==> src/hw/stage_ctrl_defines.svh <==
// Notes on behaviour
// - two interrupt requests per instance
// - end-of-cycle irq on rb compare match
// - capture irq on retrigger, capture, sync error
// - vector order instance 2 first, capture first
// - out3 takes b, or a when set
// - out2 takes a, or b when set
// - ramp modes: sync on chosen output edge
// - centered: ra match down/up, else none
// - instance 2 bit3 drives out3 pin
// - bit2 drives output 1 pin from b
// - instance 2 bit1 drives out2 pin
// - bit0 drives output 0 pin from a
// - sa ra sb twelve bits, write only
// - rb sixteen bits, write only, zero reset
// - instances 0,1 same; 2 adds extras
// - shared temp high byte for compare writes
// - rb upper nibble is fine resolution
`ifndef STAGE_CTRL_DEFINES_SVH
`define STAGE_CTRL_DEFINES_SVH
`define CFG_BASE_ADDR 8'h00
`define CMP_BASE_ADDR 8'h20
`define IRQ_STATUS_ADDR 8'h80
`define IRQ_MASK_ADDR 8'h84
`define VECTOR_ADDR 8'h88
`define CMP_SA_LO 3'h0
`define CMP_SA_HI 3'h1
`define CMP_RA_LO 3'h2
`define CMP_RA_HI 3'h3
`define CMP_SB_LO 3'h4
`define CMP_SB_HI 3'h5
`define CMP_RB_LO 3'h6
`define CMP_RB_HI 3'h7
`define POS_OUT3_SEL 7
`define POS_OUT2_SEL 6
`define POS_SYNC_HI 5
`define POS_SYNC_LO 4
`define POS_OUT3_EN 3
`define POS_PART_B_EN 2
`define POS_OUT2_EN 1
`define POS_PART_A_EN 0
`define CFG_RESET 8'h00
`define CMP_RESET 16'h0000
`define FIRST_VECTOR 4'h2
`define FIRST_PROG_ADDR 16'h0001
`endif

==> src/hw/stage_ctrl_pkg.sv <==
package stage_ctrl_pkg;
  typedef enum logic [1:0] {
    SYNC_A_LEAD = 2'h0,
    SYNC_A_TRAIL = 2'h1,
    SYNC_B_LEAD = 2'h2,
    SYNC_B_TRAIL = 2'h3
  } sync_sel_e;
  typedef enum logic [2:0] {
    BUS_IDLE = 3'h1,
    BUS_WRESP = 3'h2,
    BUS_RRESP = 3'h4
  } bus_state_e;
  typedef logic [7:0] byte_t;
endpackage : stage_ctrl_pkg

==> src/hw/stage_unit.sv <==
`timescale 1ns/100ps
`include "stage_ctrl_defines.svh"
module stage_unit #(
  parameter bit HAS_EXTRA = 1'b0
) (
  input wire logic core_clk_in,
  input wire logic reset_n_in,
  input wire logic cfg_we_in,
  input wire logic [7:0] cfg_wdata_in,
  input wire logic cmp_we_in,
  input wire logic [2:0] cmp_sel_in,
  input wire logic [7:0] temp_high_in,
  input wire logic [7:0] cmp_wdata_in,
  input wire logic centered_in,
  input wire logic count_down_in,
  input wire logic [11:0] count_in,
  input wire logic wave_a_in,
  input wire logic wave_b_in,
  input wire logic fault_a_in,
  input wire logic fault_b_in,
  input wire logic sa_match_in,
  input wire logic rb_match_in,
  output logic [7:0] cfg_out,
  output logic [11:0] cmp_set_a_out,
  output logic [11:0] cmp_reset_a_out,
  output logic [11:0] cmp_set_b_out,
  output logic [15:0] cmp_reset_b_out,
  output logic adc_sync_out,
  output logic [3:0] pin_level_out,
  output logic [3:0] pin_oe_out
);
  typedef struct packed {
    logic [7:0] cfg;
    logic [11:0] sa;
    logic [11:0] ra;
    logic [11:0] sb;
    logic [15:0] rb;
    logic sync;
    logic [3:0] lvl;
    logic [3:0] oe;
  } unit_s;
  unit_s st_q, st_d;
  logic ra_match, sb_match;
  always_comb begin
    ra_match = (count_in == st_q.ra);
    sb_match = (count_in == st_q.sb);
  end
  always_comb begin
    st_d = st_q;
    if (cfg_we_in) begin
      st_d.cfg = cfg_wdata_in;
      if (!HAS_EXTRA) begin
        st_d.cfg[`POS_OUT3_SEL] = cfg_wdata_in[`POS_OUT3_SEL];
      end
    end
    if (cmp_we_in) begin
      // low byte write commits shared temp high byte together
      case (cmp_sel_in)
        `CMP_SA_LO: st_d.sa = {temp_high_in[3:0], cmp_wdata_in};
        `CMP_RA_LO: st_d.ra = {temp_high_in[3:0], cmp_wdata_in};
        `CMP_SB_LO: st_d.sb = {temp_high_in[3:0], cmp_wdata_in};
        `CMP_RB_LO: st_d.rb = {temp_high_in, cmp_wdata_in};
        default: st_d.sa = st_q.sa;
      endcase
    end
    st_d.sync = 1'b0;
    if (centered_in) begin
      case (stage_ctrl_pkg::sync_sel_e'(st_q.cfg[`POS_SYNC_HI:`POS_SYNC_LO]))
        stage_ctrl_pkg::SYNC_A_LEAD: st_d.sync = ra_match && count_down_in;
        stage_ctrl_pkg::SYNC_A_TRAIL: st_d.sync = ra_match && !count_down_in;
        default: st_d.sync = 1'b0;
      endcase
    end else begin
      case (stage_ctrl_pkg::sync_sel_e'(st_q.cfg[`POS_SYNC_HI:`POS_SYNC_LO]))
        stage_ctrl_pkg::SYNC_A_LEAD: st_d.sync = sa_match_in;
        stage_ctrl_pkg::SYNC_A_TRAIL: st_d.sync = ra_match || fault_a_in;
        stage_ctrl_pkg::SYNC_B_LEAD: st_d.sync = sb_match;
        stage_ctrl_pkg::SYNC_B_TRAIL: st_d.sync = rb_match_in || fault_b_in;
        default: st_d.sync = 1'b0;
      endcase
    end
    st_d.lvl[0] = wave_a_in;
    st_d.oe[0] = st_q.cfg[`POS_PART_A_EN];
    st_d.lvl[1] = wave_b_in;
    st_d.oe[1] = st_q.cfg[`POS_PART_B_EN];
    st_d.lvl[2] = st_q.cfg[`POS_OUT2_SEL] ? wave_b_in : wave_a_in;
    st_d.oe[2] = HAS_EXTRA && st_q.cfg[`POS_OUT2_EN];
    st_d.lvl[3] = st_q.cfg[`POS_OUT3_SEL] ? wave_a_in : wave_b_in;
    st_d.oe[3] = HAS_EXTRA && st_q.cfg[`POS_OUT3_EN];
  end
  always_ff @(posedge core_clk_in or negedge reset_n_in) begin
    if (!reset_n_in) begin
      st_q <= '0;
    end else begin
      st_q <= st_d;
    end
  end
  always_comb begin
    cfg_out = st_q.cfg;
    cmp_set_a_out = st_q.sa;
    cmp_reset_a_out = st_q.ra;
    cmp_set_b_out = st_q.sb;
    cmp_reset_b_out = st_q.rb;
    adc_sync_out = st_q.sync;
    pin_level_out = st_q.lvl;
    pin_oe_out = st_q.oe;
  end
endmodule : stage_unit

==> src/hw/stage_ctrl_output_sync_config.sv <==
// Added by the designer: register access over AXI4-Lite and the register addresses.
`timescale 1ns/100ps
`include "stage_ctrl_defines.svh"
module stage_ctrl_output_sync_config (
  input wire logic core_clk_in,
  input wire logic reset_n_in,
  input wire logic [7:0] s_axi_awaddr,
  input wire logic s_axi_awvalid,
  output logic s_axi_awready,
  input wire logic [31:0] s_axi_wdata,
  input wire logic [3:0] s_axi_wstrb,
  input wire logic s_axi_wvalid,
  output logic s_axi_wready,
  output logic [1:0] s_axi_bresp,
  output logic s_axi_bvalid,
  input wire logic s_axi_bready,
  input wire logic [7:0] s_axi_araddr,
  input wire logic s_axi_arvalid,
  output logic s_axi_arready,
  output logic [31:0] s_axi_rdata,
  output logic [1:0] s_axi_rresp,
  output logic s_axi_rvalid,
  input wire logic s_axi_rready,
  input wire logic [2:0] centered_in,
  input wire logic [2:0] count_down_in,
  input wire logic [35:0] count_in,
  input wire logic [2:0] wave_a_in,
  input wire logic [2:0] wave_b_in,
  input wire logic [2:0] fault_a_in,
  input wire logic [2:0] fault_b_in,
  input wire logic [2:0] sa_match_in,
  input wire logic [2:0] rb_match_in,
  input wire logic [2:0] retrigger_in,
  input wire logic [2:0] capture_in,
  input wire logic [2:0] sync_error_in,
  output logic [35:0] cmp_set_a_out,
  output logic [35:0] cmp_reset_a_out,
  output logic [35:0] cmp_set_b_out,
  output logic [47:0] cmp_reset_b_out,
  output logic [2:0] adc_sync_out,
  output logic [1:0] wave_out0_out,
  output logic [1:0] wave_out0_oe_out,
  output logic [1:0] wave_out1_out,
  output logic [1:0] wave_out1_oe_out,
  output logic [2:0] wave_out2_out,
  output logic [2:0] wave_out2_oe_out,
  output logic [2:0] wave_out3_out,
  output logic [2:0] wave_out3_oe_out,
  output logic [5:0] irq_req_out,
  output logic [3:0] irq_vector_out,
  output logic [15:0] irq_prog_addr_out,
  output logic irq_out
);
  typedef struct packed {
    stage_ctrl_pkg::bus_state_e bus;
    logic aw_got;
    logic w_got;
    logic [7:0] awaddr;
    logic [31:0] wdata;
    logic [3:0] wstrb;
    logic [31:0] rdata;
    logic [1:0] resp;
    logic [7:0] temp_high;
    logic [5:0] status;
    logic [5:0] mask;
    logic irq;
    logic [5:0] req;
    logic [3:0] vec;
    logic [15:0] paddr;
  } top_s;
  top_s st_q, st_d;
  logic [2:0] cfg_we, cmp_we;
  logic [2:0] cmp_sel;
  logic [7:0] cfg_rd [3];
  logic [3:0] lvl [3];
  logic [3:0] oe [3];
  logic [5:0] events;
  logic [5:0] pend;
  logic [7:0] w_byte;
  logic do_write;
  always_comb begin
    do_write = st_q.aw_got && st_q.w_got && (st_q.bus == stage_ctrl_pkg::BUS_IDLE);
    w_byte = st_q.wstrb[0] ? st_q.wdata[7:0] : 8'h00;
    cmp_sel = st_q.awaddr[4:2];
  end
  genvar gi;
  generate
    for (gi = 0; gi < 3; gi++) begin : g_unit
      always_comb begin
        cfg_we[gi] = do_write && st_q.wstrb[0] &&
          (st_q.awaddr == 8'(`CFG_BASE_ADDR + 4 * gi));
        cmp_we[gi] = do_write && st_q.wstrb[0] &&
          (st_q.awaddr[7:5] == 3'(gi + (`CMP_BASE_ADDR >> 5))) && !cmp_sel[0];
        // bit 0 is end-of-cycle, bit 1 capture
        events[2 * gi] = rb_match_in[gi];
        events[2 * gi + 1] = retrigger_in[gi] || capture_in[gi] || sync_error_in[gi];
      end
      stage_unit #(
        .HAS_EXTRA(gi == 2)
      ) u_unit (
        .core_clk_in(core_clk_in),
        .reset_n_in(reset_n_in),
        .cfg_we_in(cfg_we[gi]),
        .cfg_wdata_in(w_byte),
        .cmp_we_in(cmp_we[gi]),
        .cmp_sel_in(cmp_sel),
        .temp_high_in(st_q.temp_high),
        .cmp_wdata_in(w_byte),
        .centered_in(centered_in[gi]),
        .count_down_in(count_down_in[gi]),
        .count_in(count_in[12 * gi +: 12]),
        .wave_a_in(wave_a_in[gi]),
        .wave_b_in(wave_b_in[gi]),
        .fault_a_in(fault_a_in[gi]),
        .fault_b_in(fault_b_in[gi]),
        .sa_match_in(sa_match_in[gi]),
        .rb_match_in(rb_match_in[gi]),
        .cfg_out(cfg_rd[gi]),
        .cmp_set_a_out(cmp_set_a_out[12 * gi +: 12]),
        .cmp_reset_a_out(cmp_reset_a_out[12 * gi +: 12]),
        .cmp_set_b_out(cmp_set_b_out[12 * gi +: 12]),
        .cmp_reset_b_out(cmp_reset_b_out[16 * gi +: 16]),
        .adc_sync_out(adc_sync_out[gi]),
        .pin_level_out(lvl[gi]),
        .pin_oe_out(oe[gi])
      );
    end
  endgenerate
  always_comb begin
    wave_out0_out = {lvl[1][0], lvl[0][0]};
    wave_out0_oe_out = {oe[1][0], oe[0][0]};
    wave_out1_out = {lvl[1][1], lvl[0][1]};
    wave_out1_oe_out = {oe[1][1], oe[0][1]};
    wave_out2_out = {lvl[2][0], lvl[2][2], 1'b0};
    wave_out2_oe_out = {oe[2][0], oe[2][2], 1'b0};
    wave_out3_out = {lvl[2][1], lvl[2][3], 1'b0};
    wave_out3_oe_out = {oe[2][1], oe[2][3], 1'b0};
  end
  always_comb begin
    st_d = st_q;
    pend = st_q.status & st_q.mask;
    st_d.req = pend;
    st_d.irq = |pend;
    // instance 2 capture is vector 2, order runs down to instance 0
    st_d.vec = 4'h0;
    st_d.paddr = 16'h0000;
    for (int k = 0; k < 6; k++) begin
      if (pend[5 - k] && st_d.vec == 4'h0) begin
        st_d.vec = 4'(`FIRST_VECTOR + k);
        st_d.paddr = 16'(`FIRST_PROG_ADDR + k);
      end
    end
    if (s_axi_awvalid && !st_q.aw_got) begin
      st_d.aw_got = 1'b1;
      st_d.awaddr = {s_axi_awaddr[7:2], 2'b00};
    end
    if (s_axi_wvalid && !st_q.w_got) begin
      st_d.w_got = 1'b1;
      st_d.wdata = s_axi_wdata;
      st_d.wstrb = s_axi_wstrb;
    end
    case (st_q.bus)
      stage_ctrl_pkg::BUS_IDLE: begin
        if (do_write) begin
          st_d.aw_got = 1'b0;
          st_d.w_got = 1'b0;
          st_d.resp = 2'b00;
          st_d.bus = stage_ctrl_pkg::BUS_WRESP;
          if (st_q.awaddr[7:5] != 3'h0 && st_q.awaddr[7:5] < 3'h4 && cmp_sel[0]) begin
            st_d.temp_high = w_byte;
          end else if (st_q.awaddr == `IRQ_MASK_ADDR) begin
            st_d.mask = st_q.wdata[5:0];
          end else if (st_q.awaddr == `IRQ_STATUS_ADDR) begin
            st_d.status = st_q.status & ~st_q.wdata[5:0];
          end else if (st_q.awaddr > `VECTOR_ADDR ||
              (st_q.awaddr > `CFG_BASE_ADDR + 8'h08 && st_q.awaddr < `CMP_BASE_ADDR)) begin
            st_d.resp = 2'b10;
          end
        end else if (s_axi_arvalid) begin
          st_d.bus = stage_ctrl_pkg::BUS_RRESP;
          st_d.resp = 2'b00;
          st_d.rdata = 32'h0000_0000;
          case ({s_axi_araddr[7:2], 2'b00})
            `CFG_BASE_ADDR: st_d.rdata = {24'h00_0000, cfg_rd[0]};
            `CFG_BASE_ADDR + 8'h04: st_d.rdata = {24'h00_0000, cfg_rd[1]};
            `CFG_BASE_ADDR + 8'h08: st_d.rdata = {24'h00_0000, cfg_rd[2]};
            `IRQ_STATUS_ADDR: st_d.rdata = {26'h000_0000, st_q.status};
            `IRQ_MASK_ADDR: st_d.rdata = {26'h000_0000, st_q.mask};
            `VECTOR_ADDR: st_d.rdata = {12'h000, st_q.vec, st_q.paddr};
            default: begin
              // compare registers are write only and read as zero
              if (s_axi_araddr[7:5] == 3'h0 || s_axi_araddr[7:5] > 3'h3) begin
                st_d.resp = 2'b10;
              end
            end
          endcase
        end
      end
      stage_ctrl_pkg::BUS_WRESP: begin
        if (s_axi_bready) begin
          st_d.bus = stage_ctrl_pkg::BUS_IDLE;
        end
      end
      stage_ctrl_pkg::BUS_RRESP: begin
        if (s_axi_rready) begin
          st_d.bus = stage_ctrl_pkg::BUS_IDLE;
        end
      end
      default: st_d.bus = stage_ctrl_pkg::BUS_IDLE;
    endcase
    st_d.status = st_d.status | events;
  end
  always_ff @(posedge core_clk_in or negedge reset_n_in) begin
    if (!reset_n_in) begin
      st_q <= '{bus: stage_ctrl_pkg::BUS_IDLE, default: '0};
    end else begin
      st_q <= st_d;
    end
  end
  always_comb begin
    s_axi_awready = !st_q.aw_got;
    s_axi_wready = !st_q.w_got;
    s_axi_bvalid = (st_q.bus == stage_ctrl_pkg::BUS_WRESP);
    s_axi_bresp = st_q.resp;
    s_axi_arready = (st_q.bus == stage_ctrl_pkg::BUS_IDLE) && !do_write;
    s_axi_rvalid = (st_q.bus == stage_ctrl_pkg::BUS_RRESP);
    s_axi_rdata = st_q.rdata;
    s_axi_rresp = st_q.resp;
    irq_req_out = st_q.req;
    irq_vector_out = st_q.vec;
    irq_prog_addr_out = st_q.paddr;
    irq_out = st_q.irq;
  end
endmodule : stage_ctrl_output_sync_config

==> config.mk <==
export PLATFORM = sky130hd
export DESIGN_NAME = stage_ctrl_output_sync_config
export DESIGN_NICKNAME = d
export VERILOG_FILES = /design/src/hw/stage_ctrl_pkg.sv /design/src/hw/stage_unit.sv /design/src/hw/stage_ctrl_output_sync_config.sv
export VERILOG_INCLUDE_DIRS = /design/src /design/src/hw
export SDC_FILE = /design/constraint.sdc
export NUM_CORES = 1
export LEC_CHECK = 0
export BUFFER_PORTS_ARGS = -buffer_cell sky130_fd_sc_hd__buf_2
export CAP_MARGIN = 10
export CORE_MARGIN = 1.5
export CORE_UTILIZATION = 52
export CTS_CLUSTER_DIAMETER = 50
export CTS_CLUSTER_SIZE = 20
export DETAILED_ROUTE_END_ITERATION = 16
export PLACE_DENSITY = 0.91
export SYNTH_ARGS = -nofsm -noshare
export SYNTH_HDL_FRONTEND = slang
export SYNTH_HIERARCHICAL = 1
export SYNTH_SLANG_ARGS = --single-unit
==> constraint.sdc <==
create_clock -name core_clk_in -period 3.4 [get_ports core_clk_in]
set_input_delay 0.68 -clock core_clk_in [delete_from_list [all_inputs] [get_ports core_clk_in]]
set_output_delay 0.68 -clock core_clk_in [all_outputs]
set_load 0.005 [all_outputs]
* Yosys cells after proc, flatten, opt, wreduce, memory -nomap -nowiden
Cells that the tools add are included.
** Word-level totals
- Flip-flop bits (word level) :: 288
- Latch bits :: 0
- Bits in writable memories :: 0
- Bits in read-only memories :: 0
- Input port bits :: 128
- Output and inout bits :: 247
- Logic and storage cells :: 211
- Memories kept :: 0
** Operators by class
- $add $sub $neg :: 0
- $mul :: 0
- Divide/modulo/power cells :: 0
- Magnitude comparators :: 5
- Equality and inequality tests :: 36
- Shift-type cells :: 0
- Multiplexer cells :: 42
- Bitwise logic cells :: 6
- Reduce and logical (&&, ||, !) cells :: 83
** Operators by type and width (number)
- case mux 20 bit (6 select lines) :: 1
- == test 12 bit :: 6
- 2-to-1 mux 20 bit :: 3
- 2-to-1 mux 12 bit :: 3
- 2-to-1 mux 18 bit :: 2
- == test 6 bit (second input constant) :: 5
- logical AND 1 bit :: 29
- AND reduction 2 bit :: 13
- zero test 4 bit :: 5
- 2-to-1 mux 2 bit :: 10
- 2-to-1 mux 19 bit :: 1
- 2-to-1 mux 6 bit :: 3
- logical OR 1 bit :: 14
- AND 6 bit :: 2
- == test 2 bit (second input constant) :: 6
- == test 3 x 2 -> 1 bit (second input constant) :: 4
- == test 6 x 1 -> 1 bit (second input constant) :: 2
- == test 6 x 2 -> 1 bit (second input constant) :: 2
- 2-to-1 mux 3 bit :: 4
- case mux 1 bit (4 select lines) :: 3
- OR reduction 6 bit :: 2
- == test 3 bit (second input constant) :: 3
- case mux 3 bit (3 select lines) :: 1
- AND reduction 3 bit :: 3
- 23 further kinds :: 45

* Longest topological paths before layout
Gate-level depths: netlist (run 1).
- Depth in word-level cells :: 17
- Depth in mapped cells :: 7
- Mapped depth without buffers :: 6

* By module
The synthesis (run 1) kept the hierarchy.
** Modules (own cells, without submodules)
- stage_unit (g_unit[0].u_unit ...) :: times used 2, cells an instance 190, area each 2824.0 sq um, seq. area each 1676.6 sq um
- stage_ctrl_output_sync_config :: times used 1, cells an instance 345, area each 3572.2 sq um, seq. area each 1627.8 sq um
- stage_unit (g_unit[2].u_unit) :: times used 1, cells an instance 191, area each 2870.3 sq um, seq. area each 1726.7 sq um

* Worst setup path after synthesis (run 1)
OpenSTA, ideal clock, no wires.
- Path type :: register to register
- Start point :: register st_q[127] in the netlist's numbering
- End point :: register g_unit[1].u_unit.st_q (netlist bit g_unit[1].u_unit/cmp_set_a_out[10])
- Library setup time :: 0.125 ns
- Arrival :: 2.384 ns
- Data required time :: 3.275 ns
- Slack :: 0.891 ns
- Cell stages (with the launch flop) :: 8
- Buffers on the path :: 1
- Clock period less this slack :: 2.509 ns
- Cell sequence :: dfstp_2 > nor3b_2 > nand3_2 > nor4b_2 > and3b_1 > nor4b_2 > buf_4 > mux2_2
** On the way
- Word-level cells in the longest chain between the ends :: 6
** RTL lines
- from (decl) :: RTL line stage_ctrl_output_sync_config.sv:71 : top_s st_q, st_d;
- from (signal assigned) :: RTL line stage_ctrl_output_sync_config.sv:217 : st_q <= st_d;
- == test 3 x 1 -> 1 bit :: RTL line stage_ctrl_output_sync_config.sv:82 : do_write = st_q.aw_got && st_q.w_got && (st_q.bus == stage_ctrl_pkg::BUS_IDLE);
- logical AND 1 bit :: RTL line stage_ctrl_output_sync_config.sv:82
- logical AND 1 bit (3 in series) :: RTL line stage_ctrl_output_sync_config.sv:92 : cmp_we[gi] = do_write && st_q.wstrb[0] &&
- net cmp_we[1] :: RTL line stage_ctrl_output_sync_config.sv:72 : logic [2:0] cfg_we, cmp_we;
- AND reduction 2 bit (no line)
- to (signal assigned) :: RTL line stage_unit.sv:95 : st_q <= st_d;
- to (decl) :: RTL line stage_unit.sv:42 : unit_s st_q, st_d;
The timed path passes the listed nets, and every way through them passes these cells.
A chain may end at the register's enable or synchronous reset.

* Worst setup path in the final report (run 1)
- Start point :: register st_q[127] in the netlist's numbering
- End point :: register g_unit[1].u_unit.st_q (netlist bit g_unit[1].u_unit/cmp_set_b_out[10])
The elaborated chain is that of the path after synthesis.

==> impl_metrics.py, run 1 <==
metrics = {
    "outcome": {
        "status": "completed",
    },
    "critical_path": {
        "cp_slowest_stage_delay_ns": 0.55,
        "crit_type": "reg2reg",
        "worstPathRequired_ns": 3.81,
        "cp_data_arrival_time_ns": 3.26,
        "crit_slowest_cell": "dfstp_2",
        "reg2reg_depth": 6,
        "cp_max_fo": 12,
        "r2r_start": "st_q[127]",
        "rr_endpoint": "g_unit[1].u_unit/cmp_set_b_out[10]",
        "cp_cell_sequence": "nor3b_2, nand3_2, nor4b_2, and3b_1, and4bb_2, mux2_2",
        "cp_num_buf_inv": 0,
        "crit_family": "simple AND/OR/NAND/NOR gates",
        "r2r_slack_ns": 0.54,
        "worstSetupEndpointType": "register",
        "start_kind": "register",
    },
    "layout": {
        "utilization_pct": 63.7,
        "multiInputGateArea_um2": 4690,
        "final_common_cell": "buf_2",
        "drive_above_1_share_pct": 49.7,
        "num-fill-cells": 1656,
        "syn2layout_area_growth_pct": 20.8,
        "final_cell_mix": "buf_2, dfrtp_1, mux2_2",
        "fin_nets": 1314,
        "regArea_um2": 6610,
    },
    "cts": {
        "cts-htree-levels": 1,
        "numCtsBuffers": 28,
        "cts_tree": "built",
        "clock-sinks": 264,
        "cts_resized": 0,
        "post_cts_buffers": 0,
        "clk_latency_ns": 0.55,
        "clk_pin_slew_ns": 0.08,
        "postCtsHoldBufs": 0,
        "cts_buffer_depth": 3,
        "cts_root_buffer": "clkbuf_16",
    },
    "floorplanning": {
        "dieArea_um2": 23800,
        "die_y_um": 154,
        "io_pins": 375,
        "initial_core_util_pct": 52.8,
        "placementRows": 55,
        "fp.coreArea_um2": 22600,
        "die_x_um": 154,
    },
    "routing": {
        "detail_route.vias_per_cell": 5.55,
        "drt_first_pass_iters": 4,
        "drc": 0,
        "wire_per_inst_um": 21.9,
        "totalWireLength_um": 32800,
        "ant_nets": 0,
        "drt_iter0_markers": 328,
        "vias": 8307,
    },
    "timing": {
        "clock.fmax_mhz": 350,
        "setup_viol": 0,
        "fin_crit_ns": 2.86,
        "max_slew_margin_pct": 26.8,
        "rsz0062_at_grt": "no",
        "timing.final.max_slew_violations": 0,
        "tightestPinTransition_ns": 1.10,
        "skew_ns": 0.0371,
        "tns_ns": 0,
        "fin_ws_ns": 0.545,
        "hold_viol": 0,
        "finalCritPeriodShare_pct": 84.0,
    },
    "worst_hold_path": {
        "min_path_type": "in2async",
    },
    "global_routing": {
        "track_usage_pct": 27.4,
        "grt_pass1_wl_um": 50100,
        "grt_start_max_net_pins": 78,
        "antenna_found_initial": 3,
        "grt_overflow": 0,
        "grt_pass1_vias": 8764,
    },
    "place": {
        "place.gp.congestion": 0.881,
        "dpl.hpwl_um": 22900,
        "port_buffers": 302,
        "place_ws_ns": 0.556,
    },
    "pwr": {
        "power_density_nw_per_um2": 674,
        "p_leak_uw": 0.00781,
        "ir_worst_vdd_v": 0.000538,
    },
    "synthesis": {
        "avgSynthCellArea_um2": 13.2,
        "netlist_area_um2": 11900,
        "yosysWarnings": 6,
        "syn_inst": 902,
    },
    "job": {
        "maxCapViolCount": 0,
    },
}
## where the power goes
| part | switching (uW) | leakage (uW) | internal (uW) |
|---|---|---|---|
| Sequential | 643 | 0.00356 | 3700 |
| Clock | 1400 | 0.000485 | 1830 |
| Combinational | 1190 | 0.00377 | 936 |
## routing by layer
| layer | global-route usage [%] | routed length [um] | part of all wire (%) |
|---|---|---|---|
| met1 | 32.7 | 12700 | 39 |
| met2 | 48.6 | 16800 | 51 |
| met3 | 7.14 | 2350 | 7.2 |
| met4 | 8.79 | 987 | 3.0 |
| met5 | 0 | 0 | 0 |
## worst register-to-register path, stage by stage, from the launching register on
cell and delay [ns]:
dfstp_2 0.55, nor3b_2 0.29, nand3_2 0.21, nor4b_2 0.42, and3b_1 0.35, and4bb_2 0.53
mux2_2 0.40
## stage by stage
stage,total power [uW],area [um2],hold slack (ns),cells
floorplan,5480,12100,0.371,942
global placement,6400,13400,0.380,1441
detailed placement,6510,13400,0.390,1441
CTS,9750,14400,0.129,1493
global route,10100,14400,0.157,1496
finish,9700,14400,0.116,1496
## sequential cells by signal (all words and copies together) (netlist names)
signal,flops
st_q,37
g_unit.u_unit/pin_level_out,8
irq_out,1
g_unit.u_unit/cfg_out,24
g_unit.u_unit/pin_oe_out,8
g_unit.u_unit/cmp_reset_b_out,48
s_axi_bresp,1
s_axi_rdata,11
g_unit.u_unit/cmp_reset_a_out,36
irq_req_out,6
g_unit.u_unit/cmp_set_b_out,36
g_unit.u_unit/cmp_set_a_out,36
irq_vector_out,3
irq_prog_addr_out,3
g_unit.u_unit/adc_sync_out,3
cmp_sel,3
## cell type report
class | count | area share (%)
Sequential cell | 264 | 45.9
Multi-Input combinational cell | 558 | 32.6
Timing Repair Buffer | 314 | 11.5
Clock buffer | 33 | 5.29
Tap cell | 285 | 2.48
Clock inverter | 19 | 1.63
Inverter | 20 | 0.522
Antenna cell | 3 | 0.0522
## worst max-delay path by stage
stage / endpoint / slack (ns) / cells past startpoint / start
floorplan: g_unit[1].u_unit/cmp_set_a_out[10] / 0.89 / 7 / st_q[127]
global placement: g_unit[1].u_unit/cmp_set_b_out[7] / 0.62 / 6 / st_q[127]
detailed placement: g_unit[1].u_unit/cmp_set_b_out[10] / 0.56 / 6 / st_q[127]
CTS: g_unit[1].u_unit/cmp_reset_a_out[7] / 0.54 / 6 / st_q[127]
global route: g_unit[1].u_unit/cmp_set_b_out[4] / 0.41 / 6 / st_q[127]
finish: g_unit[1].u_unit/cmp_set_b_out[10] / 0.54 / 6 / st_q[127]
No activity file was read; power rests on OpenSTA's default activity.
==> run 2: changes to the inputs <==
--- a/config.mk
+++ b/config.mk
@@ -9,11 +9,11 @@
 export BUFFER_PORTS_ARGS = -buffer_cell sky130_fd_sc_hd__buf_2
 export CAP_MARGIN = 10
 export CORE_MARGIN = 1.5
-export CORE_UTILIZATION = 52
+export CORE_UTILIZATION = 47
 export CTS_CLUSTER_DIAMETER = 50
 export CTS_CLUSTER_SIZE = 20
 export DETAILED_ROUTE_END_ITERATION = 16
-export PLACE_DENSITY = 0.91
+export PLACE_DENSITY = 0.87
 export SYNTH_ARGS = -nofsm -noshare
 export SYNTH_HDL_FRONTEND = slang
 export SYNTH_HIERARCHICAL = 1
==> constraint.sdc (replaced) <==
create_clock -name core_clk_in -period 2.5 [get_ports core_clk_in]
set_input_delay 0.5 -clock core_clk_in [delete_from_list [all_inputs] [get_ports core_clk_in]]
set_output_delay 0.5 -clock core_clk_in [all_outputs]
set_load 0.005 [all_outputs]
==> impl_metrics.py, run 2 (synthesized netlist as in run 1, its figures left out) <==
metrics = {
    "floorplanning": {
        "fp.coreArea_um2": 25000,
        "die_y_um": 162,
        "die_x_um": 162,
        "placementRows": 58,
        "dieArea_um2": 26300,
        "io_pins": 375,
        "initial_core_util_pct": 47.6,
    },
    "layout": {
        "antenna_cells": 0,
        "syn2layout_area_growth_pct": 24.8,
        "num-fill-cells": 1943,
        "largest_register_ffs": 48,
        "regArea_um2": 6610,
        "multiInputGateArea_um2": 4780,
        "final_cell_mix": "buf_2, dfrtp_1, mux2_2",
        "drive_above_1_share_pct": 51.0,
        "final_cells": 1565,
        "fin_nets": 1343,
        "final_common_cell": "buf_2",
        "utilization_pct": 59.4,
    },
    "global_routing": {
        "grt_pass1_vias": 8700,
        "grt_start_max_net_pins": 68,
        "grt_pass1_wl_um": 49500,
        "antenna_found_initial": 0,
        "grt_overflow": 0,
        "track_usage_pct": 24.5,
    },
    "place": {
        "port_buffers": 302,
        "post-place-cells": 1509,
        "place.gp.congestion": 0.803,
        "dpl.hpwl_um": 23100,
    },
    "timing": {
        "hold_viol": 0,
        "clock.fmax_mhz": 407,
        "finalCritPeriodShare_pct": 98.2,
        "setup_viol": 0,
        "skew_ns": 0.0110,
        "tightestPinTransition_ns": 1.09,
        "tns_ns": 0,
        "rsz0062_at_grt": "yes",
        "fin_crit_ns": 2.46,
        "max_slew_margin_pct": 27.1,
        "timing.final.max_slew_violations": 0,
    },
    "pwr": {
        "power_density_nw_per_um2": 892,
        "p_leak_uw": 0.00801,
        "ir_worst_vdd_v": 0.000634,
    },
    "cts": {
        "clk_latency_ns": 0.54,
        "numCtsBuffers": 27,
        "clk_pin_slew_ns": 0.07,
        "cts_tree": "built",
        "clock-sinks": 264,
        "cts_buffer_depth": 3,
        "cts-htree-levels": 1,
        "cts_root_buffer": "clkbuf_16",
    },
    "worst_hold_path": {
        "min_path_type": "in2reg",
        "min-delay-start": "wave_b_in[1]",
    },
    "routing": {
        "drt_first_pass_iters": 5,
        "totalWireLength_um": 32700,
        "vias": 8413,
        "wire_per_inst_um": 20.9,
        "drc": 0,
        "detail_route.vias_per_cell": 5.38,
        "ant_nets": 0,
        "drt_iter0_markers": 590,
    },
    "critical_path": {
        "worstSetupEndpointType": "register",
        "crit_type": "reg2reg",
        "cp-startpoint": "st_q[127]",
        "cp_data_arrival_time_ns": 2.87,
        "start_kind": "register",
        "worstPathRequired_ns": 2.92,
        "r2r_start": "st_q[127]",
        "cp_max_fo": 6,
    },
    "outcome": {
        "status": "completed",
    },
    "job": {
        "maxCapViolCount": 0,
    },
}
==> run 2: final timing paths <==
| path | cells after the start | end | slack [ns] |
|---|---|---|---|
| worst max-delay path | 9 | g_unit[0].u_unit/cmp_set_a_out[3] | 0.04 |
| worst min-delay path | 1 | g_unit[1].u_unit/pin_level_out[1] | 0.07 |
| worst max register to register | 9 | g_unit[0].u_unit/cmp_set_a_out[3] | 0.04 |
| worst min register to register | 0 | g_unit[2].u_unit/pin_oe_out[1] | 0.41 |
| max in group asynchronous | 3 | st_q[127] | 1.23 |
| min in group asynchronous | 2 | g_unit[1].u_unit/cmp_reset_b_out[6] | 0.51 |
==> run 2: cell type report <==
class	instances	area share, %
Timing Repair Buffer	344	13.7
Tap cell	330	2.78
Clock buffer	31	4.85
Sequential cell	264	44.5
Inverter	20	0.505
Clock inverter	18	1.57
Multi-Input combinational cell	558	32.2
==> run 2: per-stage QoR <==
step	setup slack [ns]	area (um2)	power (uW)	hold WS, ns
6_report	0.0438	14900	13300	0.0656
4_1_cts	0.00215	14800	13300	0.0483
2_1_floorplan	0.0251	12100	7480	0.204
3_5_place_dp	-0.102	13800	8980	0.392
3_3_place_gp	-0.0408	13800	8830	0.386
5_1_grt	-0.0588	14900	13800	0.0569
==> run 2: timing repair <==
action | CTS | global route
gates resized for setup | 4 | 14
pin swaps | 0 | 2
endpoints found under the hold margin | 62 | 0
setup endpoints to repair | 140 | 135
hold buffers | 1 | 0
gates cloned | 0 | 1
setup buffers | 1 | 4
==> run 2: critical path: stages, from the launching register on <==
cell and delay, ns:
dfstp_2 0.53, nor3b_4 0.21, nand3_2 0.11, nor4b_2 0.24, buf_4 0.18, and3b_2 0.24, nor4b_4 0.19, buf_4 0.18
clkbuf_16 0.16, mux2_4 0.29
==> run 2: layer usage <==
| layer | GRT usage, % | share of wire [%] | vias to the layer above |
|---|---|---|---|
| met5 | 0 | 0 | - |
| met2 | 42.5 | 51 | 368 |
| met3 | 5.29 | 7.5 | 69 |
| li1 | - | - | 3691 |
| met4 | 8.51 | 2.8 | 0 |
| met1 | 30.3 | 39 | 4285 |
==> run 2: power breakdown <==
part | total [uW] | internal (uW) | switching [uW]
sequential | 5770 | 5030 | 742
clock | 4220 | 2370 | 1850
combinational | 3270 | 1440 | 1830
==> run 3: changes to the inputs <==
--- a/config.mk
+++ b/config.mk
@@ -6,6 +6,7 @@
 export SDC_FILE = /design/constraint.sdc
 export NUM_CORES = 1
 export LEC_CHECK = 0
+export ABC_AREA = 1
 export BUFFER_PORTS_ARGS = -buffer_cell sky130_fd_sc_hd__buf_2
 export CAP_MARGIN = 10
 export CORE_MARGIN = 1.5
==> impl_metrics.py, run 3 <==
metrics = {
    "layout": {
        "utilization_pct": 57.6,
        "drive_above_1_share_pct": 26.4,
        "largest_register_ffs": 48,
        "final_cell_mix": "nand2_1, buf_2, dfrtp_1",
        "fin_nets": 1872,
        "final_common_cell": "nand2_1",
        "syn2layout_area_growth_pct": 20.7,
    },
    "routing": {
        "totalWireLength_um": 35200,
        "ant_nets": 0,
        "top_layer_used": "met4",
        "vias": 10700,
        "m1WireLength_um": 14100,
        "wl_met2_um": 17200,
        "detail_route.vias_per_cell": 5.09,
        "drc": 0,
        "dr_wl_met3_um": 2830,
        "drt_iter0_markers": 710,
        "wire_per_inst_um": 16.7,
        "drt_first_pass_iters": 5,
    },
    "cts": {
        "cts_root_buffer": "clkbuf_16",
        "cts-htree-levels": 1,
        "cts_buffer_depth": 3,
        "clk_latency_ns": 0.54,
        "clock-sinks": 264,
        "clk_pin_slew_ns": 0.07,
        "cts_tree": "built",
        "numCtsBuffers": 28,
        "cts_resized": 0,
    },
    "outcome": {
        "status": "completed",
    },
    "synthesis": {
        "yosysWarnings": 6,
        "syn_inst": 1458,
        "avgSynthCellArea_um2": 8.51,
        "netlist_area_um2": 12400,
    },
    "place": {
        "port_buffers": 302,
        "place_ws_ns": 0.297,
        "dpl.hpwl_um": 26300,
        "place.gp.congestion": 0.878,
    },
    "timing": {
        "tightestPinTransition_ns": 0.610,
        "finalCritPeriodShare_pct": 90.1,
        "holdWs_ns": 0.0552,
        "skew_ns": 0.0123,
        "tns_ns": 0,
        "hold_viol": 0,
        "clock.fmax_mhz": 444,
        "rsz0062_at_grt": "no",
        "max_slew_margin_pct": 59.3,
        "fin_ws_ns": 0.248,
        "fin_crit_ns": 2.25,
        "setup_viol": 0,
        "timing.final.max_slew_violations": 0,
    },
    "pwr": {
        "power_density_nw_per_um2": 834,
        "p_leak_uw": 0.00818,
        "p_total_uw": 12500,
        "ir_worst_vdd_v": 0.000557,
    },
    "critical_path": {
        "crit_slowest_cell": "dfrtp_1",
        "reg2reg_depth": 12,
        "worstSetupEndpointType": "register",
        "crit_family": "simple AND/OR/NAND/NOR gates",
        "r2r_start": "st_q[129]",
        "endpoint": "g_unit[0].u_unit/cmp_reset_b_out[6]",
        "cp_num_buf_inv": 3,
        "cp_max_fo": 24,
        "crit_type": "reg2reg",
        "cp_data_arrival_time_ns": 2.66,
        "worstPathRequired_ns": 2.91,
        "cp_cell_sequence": "nor2_4, nand2_2, nor2_4, nand3_1, nor4_1, buf_4, nand2_1, inv_1, nand2_2, buf_4, nand2_1, o21ai_0",
        "start_kind": "register",
        "r2r_slack_ns": 0.25,
        "cp-startpoint": "st_q[129]",
        "cp_num_cells": 12,
        "rr_endpoint": "g_unit[0].u_unit/cmp_reset_b_out[6]",
        "cp_slowest_stage_delay_ns": 0.44,
    },
    "floorplanning": {
        "die_y_um": 165,
        "die_x_um": 165,
        "dieArea_um2": 27400,
        "placementRows": 59,
        "fp.coreArea_um2": 26000,
        "initial_core_util_pct": 47.7,
        "io_pins": 375,
    },
    "global_routing": {
        "grt_start_max_net_pins": 74,
        "grt_pass1_vias": 10100,
        "grt_overflow": 0,
        "track_usage_pct": 25.5,
        "grt_pass1_wl_um": 53600,
        "antenna_found_initial": 0,
    },
    "worst_hold_path": {
        "min_path_type": "in2reg",
    },
    "job": {
        "maxCapViolCount": 0,
    },
}
==> run 3: cell type report <==
class / count / area (um2)
clock inverter: 18 / 195
multi-input combinational: 932 / 4480
tap: 335 / 419
clock buffer: 34 / 774
sequential: 264 / 6610
fill: 2250 / 11000
timing repair buffer: 333 / 1810
antenna: 1 / 2.50
inverter: 185 / 694
==> run 3: layer usage <==
metal,track usage (%),vias to the layer above
met5,0,-
met4,8.93,0
met3,5.67,75
met2,43.1,473
met1,32.3,5102
li1,-,5050
==> run 3: worst reg2reg max path: stages, from the launching register on <==
cell and delay, ns:
dfrtp_1 0.44, nor2_4 0.19, nand2_2 0.10, nor2_4 0.19
nand3_1 0.13, nor4_1 0.21, buf_4 0.17, nand2_1 0.05
inv_1 0.10, nand2_2 0.12, buf_4 0.23, nand2_1 0.10
o21ai_0 0.10
==> run 3: timing repair <==
item                                   4_1_cts  5_1_grt
hold buffers                                 1        0
setup buffers                                0        0
endpoints found under the hold margin       63        0
==> run 3: where the power goes <==
group	internal (uW)	switching [uW]	total [uW]
logic	899	2020	2920
registers	4800	529	5320
clock network	2390	1850	4250
==> run 3: stage by stage <==
stage / cell area (um2) / std cells
after floorplan: 12600 / 1498
after global placement: 14000 / 2048
after detailed placement: 14000 / 2048
after CTS: 15000 / 2101
after global routing: 15000 / 2101
final: 15000 / 2102
==> run 3: worst min path at each step <==
stage | startpoint | to | slack [ns] | cells after the start
after CTS | wave_b_in[1] | g_unit[1].u_unit/pin_level_out[1] | 0.03 | 1
after floorplan | reset_n_in | cmp_sel[0] | 0.20 | 0
after global placement | g_unit[1].u_unit/cfg_out[2] | g_unit[1].u_unit/pin_oe_out[1] | 0.40 | 0
after global routing | wave_b_in[1] | g_unit[1].u_unit/pin_level_out[1] | 0.03 | 1
after detailed placement | g_unit[1].u_unit/cfg_out[0] | g_unit[1].u_unit/pin_oe_out[0] | 0.40 | 0
final | wave_a_in[0] | g_unit[0].u_unit/pin_level_out[0] | 0.06 | 1
